## src/verilog/pms_regs.vh

```
`ifndef PMS_REGS_VH
`define PMS_REGS_VH

// ==========================================================
// clock and timing
`define PMS_CLK_HZ 50000000
`define PMS_CLK_NS 20
`define PMS_RAMP_TICK_NS 1000000
`define PMS_TICK_CYCLES (`PMS_RAMP_TICK_NS / `PMS_CLK_NS)
`define PMS_HIST_SPAN_S 120
`define PMS_HIST_DEPTH 32
`define PMS_HIST_AW 5
`define PMS_SAMPLE_CYCLES (`PMS_HIST_SPAN_S * (`PMS_CLK_HZ / `PMS_HIST_DEPTH))

// ==========================================================
// ramp rate limits, in units of 0.1 ppm/s
`define PMS_RATE_MIN_X10 32'h0000_0002
`define PMS_RATE_MAX_X10 32'h0006_1a80
`define PMS_RATE_SEL_MAX 6'h27

// ==========================================================
// encoded mode status
`define PMS_MODE_INIT 3'h0
`define PMS_MODE_FREE 3'h1
`define PMS_MODE_ACQ 3'h2
`define PMS_MODE_LOCK 3'h3
`define PMS_MODE_HOLD 3'h4
`define PMS_MODE_FREEZE 3'h5
`define PMS_MODE_EXIT 3'h6

// ==========================================================
// loop bandwidth selection
`define PMS_BW_NORMAL 2'h0
`define PMS_BW_FAST 2'h1
`define PMS_BW_HOLD_EXIT 2'h2

// ==========================================================
// frequency source for the loop filter
`define PMS_SRC_NONE 2'h0
`define PMS_SRC_REF 2'h1
`define PMS_SRC_INPUT 2'h2
`define PMS_SRC_HELD 2'h3

`endif

```

## src/verilog/pms_history.v

```verilog
`timescale 1ns/10ps
`default_nettype none
`include "pms_regs.vh"

module pms_history #(
  parameter FW = 24,
  parameter DEPTH = `PMS_HIST_DEPTH,
  parameter AW = `PMS_HIST_AW
) (
  input wire clk, // system clock
  input wire rst_n, // synchronised reset, active low
  input wire sample, // one-cycle sample strobe
  input wire record, // locked to a valid input
  input wire [FW-1:0] freq_in, // measured input frequency
  input wire [2:0] len_log2, // window length, log2 of samples
  input wire [AW-1:0] delay, // samples skipped at the newest end
  output reg ready, // history valid
  output reg [FW-1:0] avg // averaged holdover frequency
);

  localparam [AW-1:0] ONE = 1;
  localparam [AW:0] FULL = DEPTH;

  reg [FW-1:0] mem [0:DEPTH-1];
  reg [AW-1:0] wr_ptr;
  reg [AW:0] fill;
  reg busy;
  reg [AW:0] idx;
  reg [FW+AW:0] acc;
  wire [AW:0] len = {{AW{1'b0}}, 1'b1} << len_log2;
  wire [AW:0] need = len + {1'b0, delay};
  wire [AW-1:0] rd = wr_ptr - ONE - delay - idx[AW-1:0];
  wire [FW+AW:0] acc_next = acc + {{(AW+1){1'b0}}, mem[rd]};
  wire [FW+AW:0] acc_mean = acc_next >> len_log2;

  // ==========================================================
  // sample store; paused whenever the input is absent
  always @(posedge clk) begin
    if (sample && record) begin
      mem[wr_ptr] <= freq_in;
    end
  end

  always @(posedge clk or negedge rst_n) begin
    if (!rst_n) begin
      wr_ptr <= {AW{1'b0}};
      fill <= {(AW+1){1'b0}};
      busy <= 1'b0;
      idx <= {(AW+1){1'b0}};
      acc <= {(FW+AW+1){1'b0}};
      ready <= 1'b0;
      avg <= {FW{1'b0}};
    end else begin
      ready <= (fill >= need);
      if (sample && record) begin
        wr_ptr <= wr_ptr + ONE;
        if (fill != FULL) begin
          fill <= fill + {{AW{1'b0}}, 1'b1};
        end
        busy <= 1'b1;
        idx <= {(AW+1){1'b0}};
        acc <= {(FW+AW+1){1'b0}};
      end else if (busy) begin
        // one stored sample per cycle; an average of old and new input
        // frequencies falls out naturally until the window refills
        acc <= acc_next;
        idx <= idx + {{AW{1'b0}}, 1'b1};
        if (idx == len - {{AW{1'b0}}, 1'b1}) begin
          busy <= 1'b0;
          avg <= acc_mean[FW-1:0];
        end
      end
    end
  end

endmodule
`default_nettype wire

```

## src/verilog/pms_ramp.v

```verilog
`timescale 1ns/10ps
`default_nettype none
`include "pms_regs.vh"

module pms_ramp #(
  parameter FW = 24
) (
  input wire clk, // system clock
  input wire rst_n, // synchronised reset, active low
  input wire start, // one-cycle start of a ramped exit
  input wire tick, // one-cycle ramp step strobe
  input wire [FW-1:0] from_freq, // holdover frequency
  input wire [FW-1:0] to_freq, // desired new frequency
  input wire [5:0] rate_sel, // ramp rate setting
  output wire active, // ramp running
  output reg done, // one-cycle end of ramp
  output reg [FW-1:0] freq // ramped frequency
);

  localparam [2:0] ST_IDLE = 3'b001;
  localparam [2:0] ST_CALC = 3'b010;
  localparam [2:0] ST_RUN = 3'b100;

  reg [2:0] state;
  reg up;
  reg [FW-1:0] mag;
  reg [FW-1:0] rate;
  reg [FW-1:0] dur;
  reg [FW-1:0] target;

  // two mantissas per octave gives close to forty distinct rates
  function [FW-1:0] rate_of;
    input [5:0] sel;
    reg [31:0] r;
    begin
      r = {30'h0, 1'b1, sel[0]} << sel[5:1];
      if (sel > `PMS_RATE_SEL_MAX || r > `PMS_RATE_MAX_X10) begin
        r = `PMS_RATE_MAX_X10;
      end
      if (r < `PMS_RATE_MIN_X10) begin
        r = `PMS_RATE_MIN_X10;
      end
      rate_of = r[FW-1:0];
    end
  endfunction

  assign active = (state != ST_IDLE);

  always @(posedge clk or negedge rst_n) begin
    if (!rst_n) begin
      state <= ST_IDLE;
      up <= 1'b0;
      mag <= {FW{1'b0}};
      rate <= {FW{1'b0}};
      dur <= {FW{1'b0}};
      target <= {FW{1'b0}};
      freq <= {FW{1'b0}};
      done <= 1'b0;
    end else begin
      done <= 1'b0;
      case (state)
        ST_IDLE: begin
          if (start) begin
            up <= (to_freq >= from_freq);
            mag <= (to_freq >= from_freq) ? to_freq - from_freq : from_freq - to_freq;
            rate <= rate_of(rate_sel);
            dur <= {FW{1'b0}};
            target <= to_freq;
            freq <= from_freq;
            state <= ST_CALC;
          end
        end
        ST_CALC: begin
          // duration by repeated subtraction: slow but small, and the
          // loop is idle in holdover anyway
          if (mag >= rate) begin
            mag <= mag - rate;
            dur <= dur + {{(FW-1){1'b0}}, 1'b1};
          end else begin
            state <= ST_RUN;
          end
        end
        ST_RUN: begin
          if (tick) begin
            if (dur == {FW{1'b0}}) begin
              freq <= target;
              done <= 1'b1;
              state <= ST_IDLE;
            end else begin
              freq <= up ? freq + rate : freq - rate;
              dur <= dur - {{(FW-1){1'b0}}, 1'b1};
            end
          end
        end
        default: begin
          state <= ST_IDLE;
        end
      endcase
    end
  end

endmodule
`default_nettype wire

```

## src/verilog/pms_top.v

```verilog
//
// Contract
// - after init, free run from reference
// - valid input starts acquisition automatically
// - fastlock bandwidth in acquisition, then normal
// - locked mode follows selected input
// - lock lost status bit reflects lock
// - input fails, no alternative: holdover
// - record history while locked, 120 s
// - average over window, delay skips newest
// - holdover pulls to average, relock glitchless
// - ramp exit: measure, compute duration, apply
// - 37 distinct ramp rates, 0.2 to 40000 ppm/s
// - ramp rate independent of bandwidth
// - history ready after length plus delay
// - history pauses while input absent
// - average settles after one window plus delay
// - no history: freeze at last frequency
// - valid input leaves freeze, relocks
// - ramp bypass uses holdover exit bandwidth
//
`timescale 1ns/10ps
`default_nettype none
`include "pms_regs.vh"

module pms_top #(
  parameter FW = 24,
  parameter TICK_CYCLES = `PMS_TICK_CYCLES,
  parameter SAMPLE_CYCLES = `PMS_SAMPLE_CYCLES
) (
  input wire CLOCK, // 50 MHz reference-derived clock
  input wire RST_N, // asynchronous reset, active low
  input wire INIT_DONE, // power-up initialisation finished
  input wire INPUT_VALID, // a valid input is selected
  input wire [FW-1:0] MEAS_FREQ, // measured input frequency
  input wire ACQ_DONE, // lock acquisition complete
  input wire FASTLOCK_EN, // accelerated locking enable
  input wire RAMP_EXIT_BYPASS, // holdover exit without ramp
  input wire [5:0] RAMP_RATE_SEL, // ramp rate setting
  input wire [2:0] HISTORY_WINDOW_LENGTH, // log2 of window samples
  input wire [4:0] HISTORY_WINDOW_DELAY, // samples skipped
  input wire FALLBACK_FREEZE, // no-history fallback: 1 freeze, 0 free run
  output reg [2:0] MODE, // encoded operating mode
  output reg LOCK_LOST, // high while not locked
  output wire HISTORY_READY_FLAG, // holdover history valid
  output reg [1:0] BW_SEL, // loop bandwidth in use
  output reg [1:0] FREQ_SRC, // what steers the loop
  output reg [FW-1:0] FREQ_CMD // frequency measured, held or ramped
);

  localparam [6:0] ST_INIT = 7'b0000001;
  localparam [6:0] ST_FREE = 7'b0000010;
  localparam [6:0] ST_ACQ = 7'b0000100;
  localparam [6:0] ST_LOCK = 7'b0001000;
  localparam [6:0] ST_HOLD = 7'b0010000;
  localparam [6:0] ST_FREEZE = 7'b0100000;
  localparam [6:0] ST_EXIT = 7'b1000000;
  localparam [31:0] TICK_LAST = TICK_CYCLES - 1;
  localparam [31:0] SAMPLE_LAST = SAMPLE_CYCLES - 1;

  // ==========================================================
  // reset release
  reg rst_meta;
  reg rst_n;

  // assert at once but lift only on a clock edge, so no flop sees a runt release
  always @(posedge CLOCK or negedge RST_N) begin
    if (!RST_N) begin
      rst_meta <= 1'b0;
      rst_n <= 1'b0;
    end else begin
      rst_meta <= 1'b1;
      rst_n <= rst_meta;
    end
  end

  // ==========================================================
  // timebases: ramp step tick and history sample strobe
  reg [31:0] tick_cnt;
  reg [31:0] sample_cnt;
  reg tick;
  reg sample;

  // divider step: wraps to zero after its last count
  function [31:0] step_of;
    input [31:0] cnt;
    input [31:0] last;
    begin
      step_of = (cnt == last) ? 32'h0 : cnt + 32'h1;
    end
  endfunction

  always @(posedge CLOCK or negedge rst_n) begin
    if (!rst_n) begin
      tick_cnt <= 32'h0;
      sample_cnt <= 32'h0;
      tick <= 1'b0;
      sample <= 1'b0;
    end else begin
      tick <= (tick_cnt == TICK_LAST);
      sample <= (sample_cnt == SAMPLE_LAST);
      tick_cnt <= step_of(tick_cnt, TICK_LAST);
      sample_cnt <= step_of(sample_cnt, SAMPLE_LAST);
    end
  end

  // ==========================================================
  // state machine
  reg [6:0] state;
  reg [6:0] next_state;
  reg exit_bw;
  reg next_exit_bw;
  reg [FW-1:0] last_meas;
  reg [FW-1:0] frozen;
  wire [FW-1:0] hist_avg;
  wire ramp_active;
  wire ramp_done;
  wire [FW-1:0] ramp_freq;
  wire ramp_start;
  wire [6:0] lost_state;

  // history flag alone chooses holdover over the fallback path
  assign lost_state = HISTORY_READY_FLAG ? ST_HOLD :
                      (FALLBACK_FREEZE ? ST_FREEZE : ST_FREE);
  assign ramp_start = (state == ST_HOLD) && INPUT_VALID && !RAMP_EXIT_BYPASS;

  pms_history #(
    .FW(FW),
    .DEPTH(`PMS_HIST_DEPTH),
    .AW(`PMS_HIST_AW)
  ) u_history (
    .clk(CLOCK),
    .rst_n(rst_n),
    .sample(sample),
    .record(INPUT_VALID && (state == ST_LOCK)),
    .freq_in(MEAS_FREQ),
    .len_log2(HISTORY_WINDOW_LENGTH),
    .delay(HISTORY_WINDOW_DELAY),
    .ready(HISTORY_READY_FLAG),
    .avg(hist_avg)
  );

  pms_ramp #(
    .FW(FW)
  ) u_ramp (
    .clk(CLOCK),
    .rst_n(rst_n),
    .start(ramp_start),
    .tick(tick),
    .from_freq(hist_avg),
    .to_freq(MEAS_FREQ),
    .rate_sel(RAMP_RATE_SEL),
    .active(ramp_active),
    .done(ramp_done),
    .freq(ramp_freq)
  );

  always @* begin
    next_state = state;
    next_exit_bw = exit_bw;
    case (state)
      ST_INIT: begin
        if (INIT_DONE) begin
          next_state = ST_FREE;
        end
      end
      ST_FREE: begin
        if (INPUT_VALID) begin
          next_state = ST_ACQ;
          next_exit_bw = 1'b0;
        end
      end
      ST_ACQ: begin
        if (!INPUT_VALID) begin
          next_state = lost_state;
        end else if (ACQ_DONE) begin
          next_state = ST_LOCK;
          next_exit_bw = 1'b0;
        end
      end
      ST_LOCK: begin
        if (!INPUT_VALID) begin
          next_state = lost_state;
        end
      end
      ST_HOLD: begin
        if (INPUT_VALID) begin
          next_state = RAMP_EXIT_BYPASS ? ST_ACQ : ST_EXIT;
          next_exit_bw = RAMP_EXIT_BYPASS;
        end
      end
      ST_EXIT: begin
        if (!INPUT_VALID) begin
          // a lost input mid-ramp falls back to the held average; the ramp runs out unseen
          next_state = ST_HOLD;
        end else if (ramp_done) begin
          next_state = ST_ACQ;
          next_exit_bw = 1'b0;
        end
      end
      ST_FREEZE: begin
        if (INPUT_VALID) begin
          next_state = ST_ACQ;
          next_exit_bw = 1'b0;
        end
      end
      default: begin
        next_state = ST_INIT;
      end
    endcase
  end

  always @(posedge CLOCK or negedge rst_n) begin
    if (!rst_n) begin
      state <= ST_INIT;
      exit_bw <= 1'b0;
      last_meas <= {FW{1'b0}};
      frozen <= {FW{1'b0}};
    end else begin
      state <= next_state;
      exit_bw <= next_exit_bw;
      if (INPUT_VALID) begin
        last_meas <= MEAS_FREQ;
      end
      if (next_state == ST_FREEZE && state != ST_FREEZE) begin
        frozen <= last_meas;
      end
    end
  end

  // ==========================================================
  // status code of the one-hot state
  function [2:0] mode_of;
    input [6:0] st;
    begin
      case (st)
        ST_FREE: mode_of = `PMS_MODE_FREE;
        ST_ACQ: mode_of = `PMS_MODE_ACQ;
        ST_LOCK: mode_of = `PMS_MODE_LOCK;
        ST_HOLD: mode_of = `PMS_MODE_HOLD;
        ST_EXIT: mode_of = `PMS_MODE_EXIT;
        ST_FREEZE: mode_of = `PMS_MODE_FREEZE;
        default: mode_of = `PMS_MODE_INIT;
      endcase
    end
  endfunction

  // ==========================================================
  // registered status and loop controls
  always @(posedge CLOCK or negedge rst_n) begin
    if (!rst_n) begin
      MODE <= `PMS_MODE_INIT;
      LOCK_LOST <= 1'b1;
      BW_SEL <= `PMS_BW_NORMAL;
      FREQ_SRC <= `PMS_SRC_NONE;
      FREQ_CMD <= {FW{1'b0}};
    end else begin
      LOCK_LOST <= (next_state != ST_LOCK);
      BW_SEL <= `PMS_BW_NORMAL;
      FREQ_SRC <= `PMS_SRC_INPUT;
      FREQ_CMD <= MEAS_FREQ;
      MODE <= mode_of(next_state);
      case (next_state)
        ST_INIT: begin
          FREQ_SRC <= `PMS_SRC_NONE; // outputs stay off until init ends
        end
        ST_FREE: begin
          FREQ_SRC <= `PMS_SRC_REF;
        end
        ST_ACQ: begin
          if (next_exit_bw) begin
            BW_SEL <= `PMS_BW_HOLD_EXIT;
          end else if (FASTLOCK_EN) begin
            BW_SEL <= `PMS_BW_FAST;
          end
        end
        ST_LOCK: begin
          FREQ_CMD <= MEAS_FREQ;
        end
        ST_HOLD: begin
          FREQ_SRC <= `PMS_SRC_HELD;
          FREQ_CMD <= hist_avg;
        end
        ST_EXIT: begin
          FREQ_SRC <= `PMS_SRC_HELD;
          FREQ_CMD <= ramp_active ? ramp_freq : hist_avg;
        end
        ST_FREEZE: begin
          FREQ_SRC <= `PMS_SRC_HELD;
          // first freeze cycle shows last_meas, since frozen loads on that same edge
          FREQ_CMD <= (state == ST_FREEZE) ? frozen : last_meas;
        end
        default: begin
          FREQ_SRC <= `PMS_SRC_NONE;
        end
      endcase
    end
  end

endmodule
`default_nettype wire
```

## config.mk

```make
export PLATFORM = sky130hd
export DESIGN_NAME = pms_top
export DESIGN_NICKNAME = d
export VERILOG_FILES = /design/src/verilog/pms_history.v /design/src/verilog/pms_ramp.v /design/src/verilog/pms_top.v
export VERILOG_INCLUDE_DIRS = /design/src /design/src/verilog
export SDC_FILE = /design/constraint.sdc
export NUM_CORES = 2
export LEC_CHECK = 0
export BUFFER_PORTS_ARGS = -buffer_cell sky130_fd_sc_hd__buf_2
export CAP_MARGIN = 20
export CORE_UTILIZATION = 55
export CTS_CLUSTER_DIAMETER = 60
export CTS_CLUSTER_SIZE = 24
export DETAILED_ROUTE_END_ITERATION = 12
export PLACE_DENSITY = 0.7
export SLEW_MARGIN = 20
export SYNTH_ARGS = -nofsm -noshare
export SYNTH_HDL_FRONTEND = slang
export SYNTH_SLANG_ARGS = --single-unit
export TNS_END_PERCENT = 20
```

## constraint.sdc

```tcl
create_clock -name CLOCK -period 13 [get_ports CLOCK]
set_input_delay 2.6 -clock CLOCK [delete_from_list [all_inputs] [get_ports CLOCK]]
set_output_delay 2.6 -clock CLOCK [all_outputs]
set_load 0.01 [all_outputs]
```

**Word-level counts from Yosys, hierarchy flattened**

Memories as Yosys holds them, arrays and structs flattened.
Index checks and enable logic that the tools add are counted.

- Register bits after elaboration: 354
- Bits in writable memories: 768
- Bits of input ports: 46
- Output and inout port bits: 33
- Logic and storage cells: 174
- Memories kept: 1

Memory list:

| name | words | width | read ports | clocked after memory_dff | wr ports | line | RTL |
|---|---|---|---|---|---|---|---|
| u_history.mem | 32 | 24 | 1 | 0 | 1 | pms_history.v:24 | `reg [FW-1:0] mem [0:DEPTH-1];` |

- $add $sub $neg: 18
- Magnitude comparators: 6
- Equal/unequal tests: 29
- Shift-type cells: 3
- Multiplexer cells: 64
- Bitwise operators: 1
- Reductions and logical operators: 22

Operator list:

| kind | count |
|---|---|
| $mux 24 | 14 |
| $mux 32 | 5 |
| $pmux 24 s3 | 2 |
| $pmux 24 s2 | 2 |
| $sub 24x24->24 | 4 |
| $add 32x1->32 const B | 2 |
| $mux 7 | 9 |
| $mux 30 | 2 |
| $ge 24x24->1 | 2 |
| $pmux 7 s6 | 1 |
| $eq 32x16->1 const B | 1 |
| $eq 32x28->1 const B | 1 |
| $gt 32x19->1 const B | 1 |
| $lt 32x2->1 const B | 1 |
| $shl 2x5->32 | 1 |
| $add 30x24->30 | 1 |
| $shr 30x3->24 | 1 |
| $add 24x1->24 const B | 1 |
| $add 24x24->24 | 1 |
| $logic_not 24->1 | 1 |
| $mux 6 | 4 |
| $sub 24x1->24 const B | 1 |
| $pmux 3 s6 | 1 |
| $mux 1 | 15 |
| 43 further kinds | 69 |

**Logic depth before layout (Yosys ltp)**

- Word-level depth: 8
- Depth in mapped cells: 25
- Gate-level depth less buffers: 22

**Modules after synthesis**

Synthesis repeated with hierarchy kept, for this count alone.

- Cells, all modules: 3,890
- Area total of the unflattened synthesis: 54,213.2 um2

Modules (own cells, without submodules):

| module | times used | cells an instance | area each (um2) | sequential area each (um2) |
|---|---|---|---|---|
| pms_history | 1 | 1,837 | 35,275.1 | 24,888.9 |
| pms_ramp | 1 | 1,444 | 11,613.6 | 3,129.3 |
| pms_top | 1 | 609 | 7,324.5 | 3,906.2 |

**Least setup slack after synthesis**

Ideal clock, no wire load.

- Path type: input -> register
- Start: in HISTORY_WINDOW_DELAY[1]
- End: reg u_history.avg[19]
- Setup time: 0.094 ns
- Data arrival time: 8.356 ns
- Data required time: 12.906 ns
- Slack: 4.550 ns
- Stages on the path: 22
- Path buffers: 3
- Path through: inv_1 fa_1 fa_1 xnor2_1 buf_1 clkbuf_1 mux4_2 mux2_2 ha_1 inv_1 fa_1 and2b_1 o2111ai_2 a311o_1 a211o_1 a211oi_2 or3_1 buf_6 xnor2_1 a2111oi_2 nor3_1 a221oi_2

- Cells in the longest elaborated chain, start to end: 5

Ends and longest elaborated chain:

| what | line | RTL |
|---|---|---|
| from (decl) | pms_top.v:41 | `input wire [4:0] HISTORY_WINDOW_DELAY,` |
| $sub 5x5->5 (2 in a row) | pms_history.v:32 | `wire [AW-1:0] rd = wr_ptr - ONE - delay - idx[AW-1:0];` |
| $mem_v2 32x24 | - |  |
| $add 30x24->30 | pms_history.v:33 | `wire [FW+AW:0] acc_next = acc + {{(AW+1){1'b0}}, mem[rd]};` |
| $shr 30x3->24 | pms_history.v:34 | `wire [FW+AW:0] acc_mean = acc_next >> len_log2;` |
| to (signal assigned) | pms_history.v:52 | `avg <= {FW{1'b0}};` |
| to (signal assigned) | pms_history.v:70 | `avg <= acc_mean[FW-1:0];` |
| to (decl) | pms_history.v:18 | `output reg [FW-1:0] avg` |

Every way passes these cells.
A chain may end at the register's enable or synchronous reset.

**Worst setup path after layout**

Same ends and word-level chain as after synthesis.

==> impl_metrics.csv <==
group,metric,value,unit
cells_and_area,most-common-layout-cells,"768 x edfxtp_1, 349 x dfrtp_1, 277 x nand2_1, 277 x nor2_1, 249 x mux4_2",
clock_network,tritoncts,"built",
setup_path,rrSetupSlack,5460,ps
grt,antenna_found_initial,5,
synth,ys_seq_area_share,59.2,%
synth,syn_area,0.0539,mm²
cells_and_area,area_delta_synth_final,10.1,%
setup_path,r2r_start,"u_history.idx[1]",
detailed_routing,dr_wl_met3,11400,µm
run_status,violations,"DRC",
sta,whs,349,ps
clock_network,cts_setup_buffers,0,
grt,grt_pass1_wl,212000,µm
run_status,outcome,"complete, but fails checks",
setup_path,reg2regPathDepth,17,
worst_hold_path,hp-class,"flop to flop",
setup_path,cp.required,13600,ps
detailed_routing,drt-total-wl,143000,µm
clock_network,cts_buffers,91,
detailed_routing,num_vias,34639,
grt,globalRouteOverflowTotal,0,
synth,ys_seq_elements,1122,
floorplanning,core,0.0969,mm²
synth,ys_warn_count,0,
synth,syn-num-nets,4164,
sta,setup-violations-final,0,
synth,synth_top_area_cell,"edfxtp_1",
setup_path,worstPathMaxFanout,81,
cells_and_area,fill_cells,7355,
clock_network,clockBufferDepth,3,
synth,synth_flop_cell,"edfxtp_1",
place,dp_hpwl,89100,µm
worst_hold_path,hold_path_depth,0,
synth,synth.area.top_cells,"edfxtp_1 43%, dfrtp_1 16%, mux4_2 10%",
detailed_routing,wl_met1,60200,µm
sta,finClkSkew,42.5,ps
sta,maxSlewViolCount,0,
clock_network,htree_levels,3,
sta,worst_pin_slew,1120,ps
setup_path,worstSetupPathType,"input port to flop",
floorplanning,die_h,315,µm
worst_hold_path,min_to,"rst_n",
pwr,peakVddDrop,0.000150,V
grt,grt_pass1_vias,33049,
synth,synth_top_cell_area_share,42.8,%
floorplanning,row_count,114,
floorplanning,ioPinCount,79,
cells_and_area,layout-drive-gt1-share,18.0,%
synth,synth.distinct_cells,88,
pwr,power_density,144,mW/mm²
detailed_routing,routed.top_layer,"met5",
detailed_routing,detail_route.wl_per_cell,26.7,µm
floorplanning,die_area,0.0992,mm²
detailed_routing,remaining_drc_errors,28,
cells_and_area,final_common_cell,"edfxtp_1",
place,io_buffer_count,78,
sta,relSlewSlack,25.0,%
clock_network,cts_hold_buf,0,
sta,fmax,110,MHz
grt,grt_max_degree,84,
clock_network,cts_resized,0,
sta,finalHoldViolCount,0,
clock_network,clkSinkCount,1122,
synth,synth-edff-count,768,
sta,fin_crit,9090,ps
detailed_routing,dr.first_iter.drc_count,4025,
detailed_routing,route.met2.wl,65900,µm
pwr,leakage,22.2,nW
sta,rsz0062_at_grt,"no",
floorplanning,die_w,315,µm
clock_network,clkLatencyLatePin,710,ps
synth,async_reset_ff_share,31.6,%
job,drv_cap,0,
detailed_routing,drtPass1Iterations,12,
grt,track_usage,28.9,%
sta,final.setup.tns,0,ps
synth,postSynthCellCount,3940,
place,gp_congestion,0.960,
detailed_routing,postRouteAntennaNets,0,
clock_network,clkTransAtPathRegs,80,ps
setup_path,cp-end-kind,"flop",
setup_path,r2r_end,"u_history.avg[19]",
floorplanning,initial_core_util,55.6,%
synth,syn_avg_cell_area,13.7,µm²
setup_path,start_kind,"input port",
clock_network,cts-root-buf,"clkbuf_16",
worst_hold_path,min-delay-start,"rst_meta",
sta,post-route-period-util,69.9,%
detailed_routing,via_per_inst,6.47,
setup_path,cp.arrival,9690,ps
cells_and_area,fin_nets,4222,
-- Yosys cell counts, types with 46 or more instances --
cell and instances:
a21o_1 75, a21oi_1 140, a31oi_1 59, clkbuf_1 138, dfrtp_1 351, edfxtp_1 768, ha_1 167, inv_1 134
mux2_2 88, mux2i_1 60, mux4_2 249, nand2_1 278, nand3_1 75, nor2_1 311, nor3_1 46, o21ai_0 206
xnor2_1 131, xor2_1 72
-- worst max-delay path by stage --
stage	from	slack (ps)	endpoint	cells after the start
final	HISTORY_WINDOW_DELAY[1]	3910	u_history.avg[19]	18
after global routing	HISTORY_WINDOW_DELAY[1]	3490	u_history.avg[19]	18
after CTS	HISTORY_WINDOW_DELAY[1]	4000	u_history.avg[12]	18
after detailed placement	HISTORY_WINDOW_DELAY[1]	3270	u_history.avg[12]	18
after global placement	HISTORY_WINDOW_DELAY[1]	3350	u_history.avg[12]	18
after floorplan	rst_n	2410	BW_SEL[0]	0
-- final cells by class --
cell class / instances / area [µm²] / share of cell area, %
Clock inverter: 72 / 912 / 1.54
Multi-Input combinational cell: 2484 / 21000 / 35.4
Sequential cell: 1122 / 31900 / 53.8
Timing Repair Buffer: 159 / 1060 / 1.78
Clock buffer: 97 / 2320 / 3.91
Inverter: 140 / 526 / 0.886
Antenna cell: 3 / 7.51 / 0.0127
Tap cell: 1276 / 1600 / 2.69
-- layer usage --
| metal | track usage [%] | up-vias |
|---|---|---|
| met1 | 42.0 | 17588 |
| met5 | 0 | - |
| met3 | 4.20 | 266 |
| li1 | - | 15207 |
| met2 | 44.7 | 1574 |
| met4 | 10.5 | 4 |
-- cell families (layout without fill, tap and decap cells) --
logic type / count (synthesis) / count (layout) / share of synthesized area [%]
flops: 1122 / 1122 / 59.2
simple gates: 946 / 946 / 8.13
compound gates: 759 / 759 / 9.26
mux: 397 / 397 / 13.4
buf+inv: 334 / 468 / 2.41
xor+xnor: 203 / 203 / 3.30
fa+ha+maj: 178 / 178 / 4.29
other cells: 1 / 4 / 0.00696
-- metrics by stage --
step                      cells  util, %  power (W)  setup WS (ps)  area, µm²
after detailed placement   5180     57.9    0.00563           3270      56100
after global placement     5180     57.9    0.00561           3350      56100
after global routing       5351     61.3    0.00889           3490      59300
after CTS                  5349     61.2    0.00859           4000      59300
after floorplan            3940        -    0.00519           2410      53900
final                      5353     61.3    0.00857           3910      59300
-- worst max-delay path: stages --
cell and delay [ps]:
buf_2 120, inv_1 60, fa_1 530, fa_4 1350, buf_12 440, mux4_2 400, mux4_2 500, mux2_2 340
ha_1 420, a21oi_1 180, o31ai_1 100, a221oi_1 740, a211oi_2 290, nor3_1 680, nor3_1 130, a2111oi_2 350
nor3_1 110, a221oi_2 190
-- registers in the layout, indices dropped and copies added, names as in the netlist, 3 cells and up --
signal and cells:
u_history.avg 24, u_history.fill 6, u_history.idx 6, u_history.acc 30
sample_cnt 32, u_history.mem 768, u_ramp.rate 24, last_meas 24
state 7, u_ramp.target 24, frozen 24, u_ramp.state 3
u_ramp.dur 24, MODE 3, FREQ_CMD 24, tick_cnt 32
u_ramp.mag 24, u_ramp.freq 24, u_history.wr_ptr 5
-- report_power, final --
part,internal (W),switching [W]
Combinational,0.000588,0.000959
Clock,0.00149,0.00150
Sequential,0.00394,0.0000955
Total,0.00601,0.00256
No activity file was read; power rests on OpenSTA's default activity.
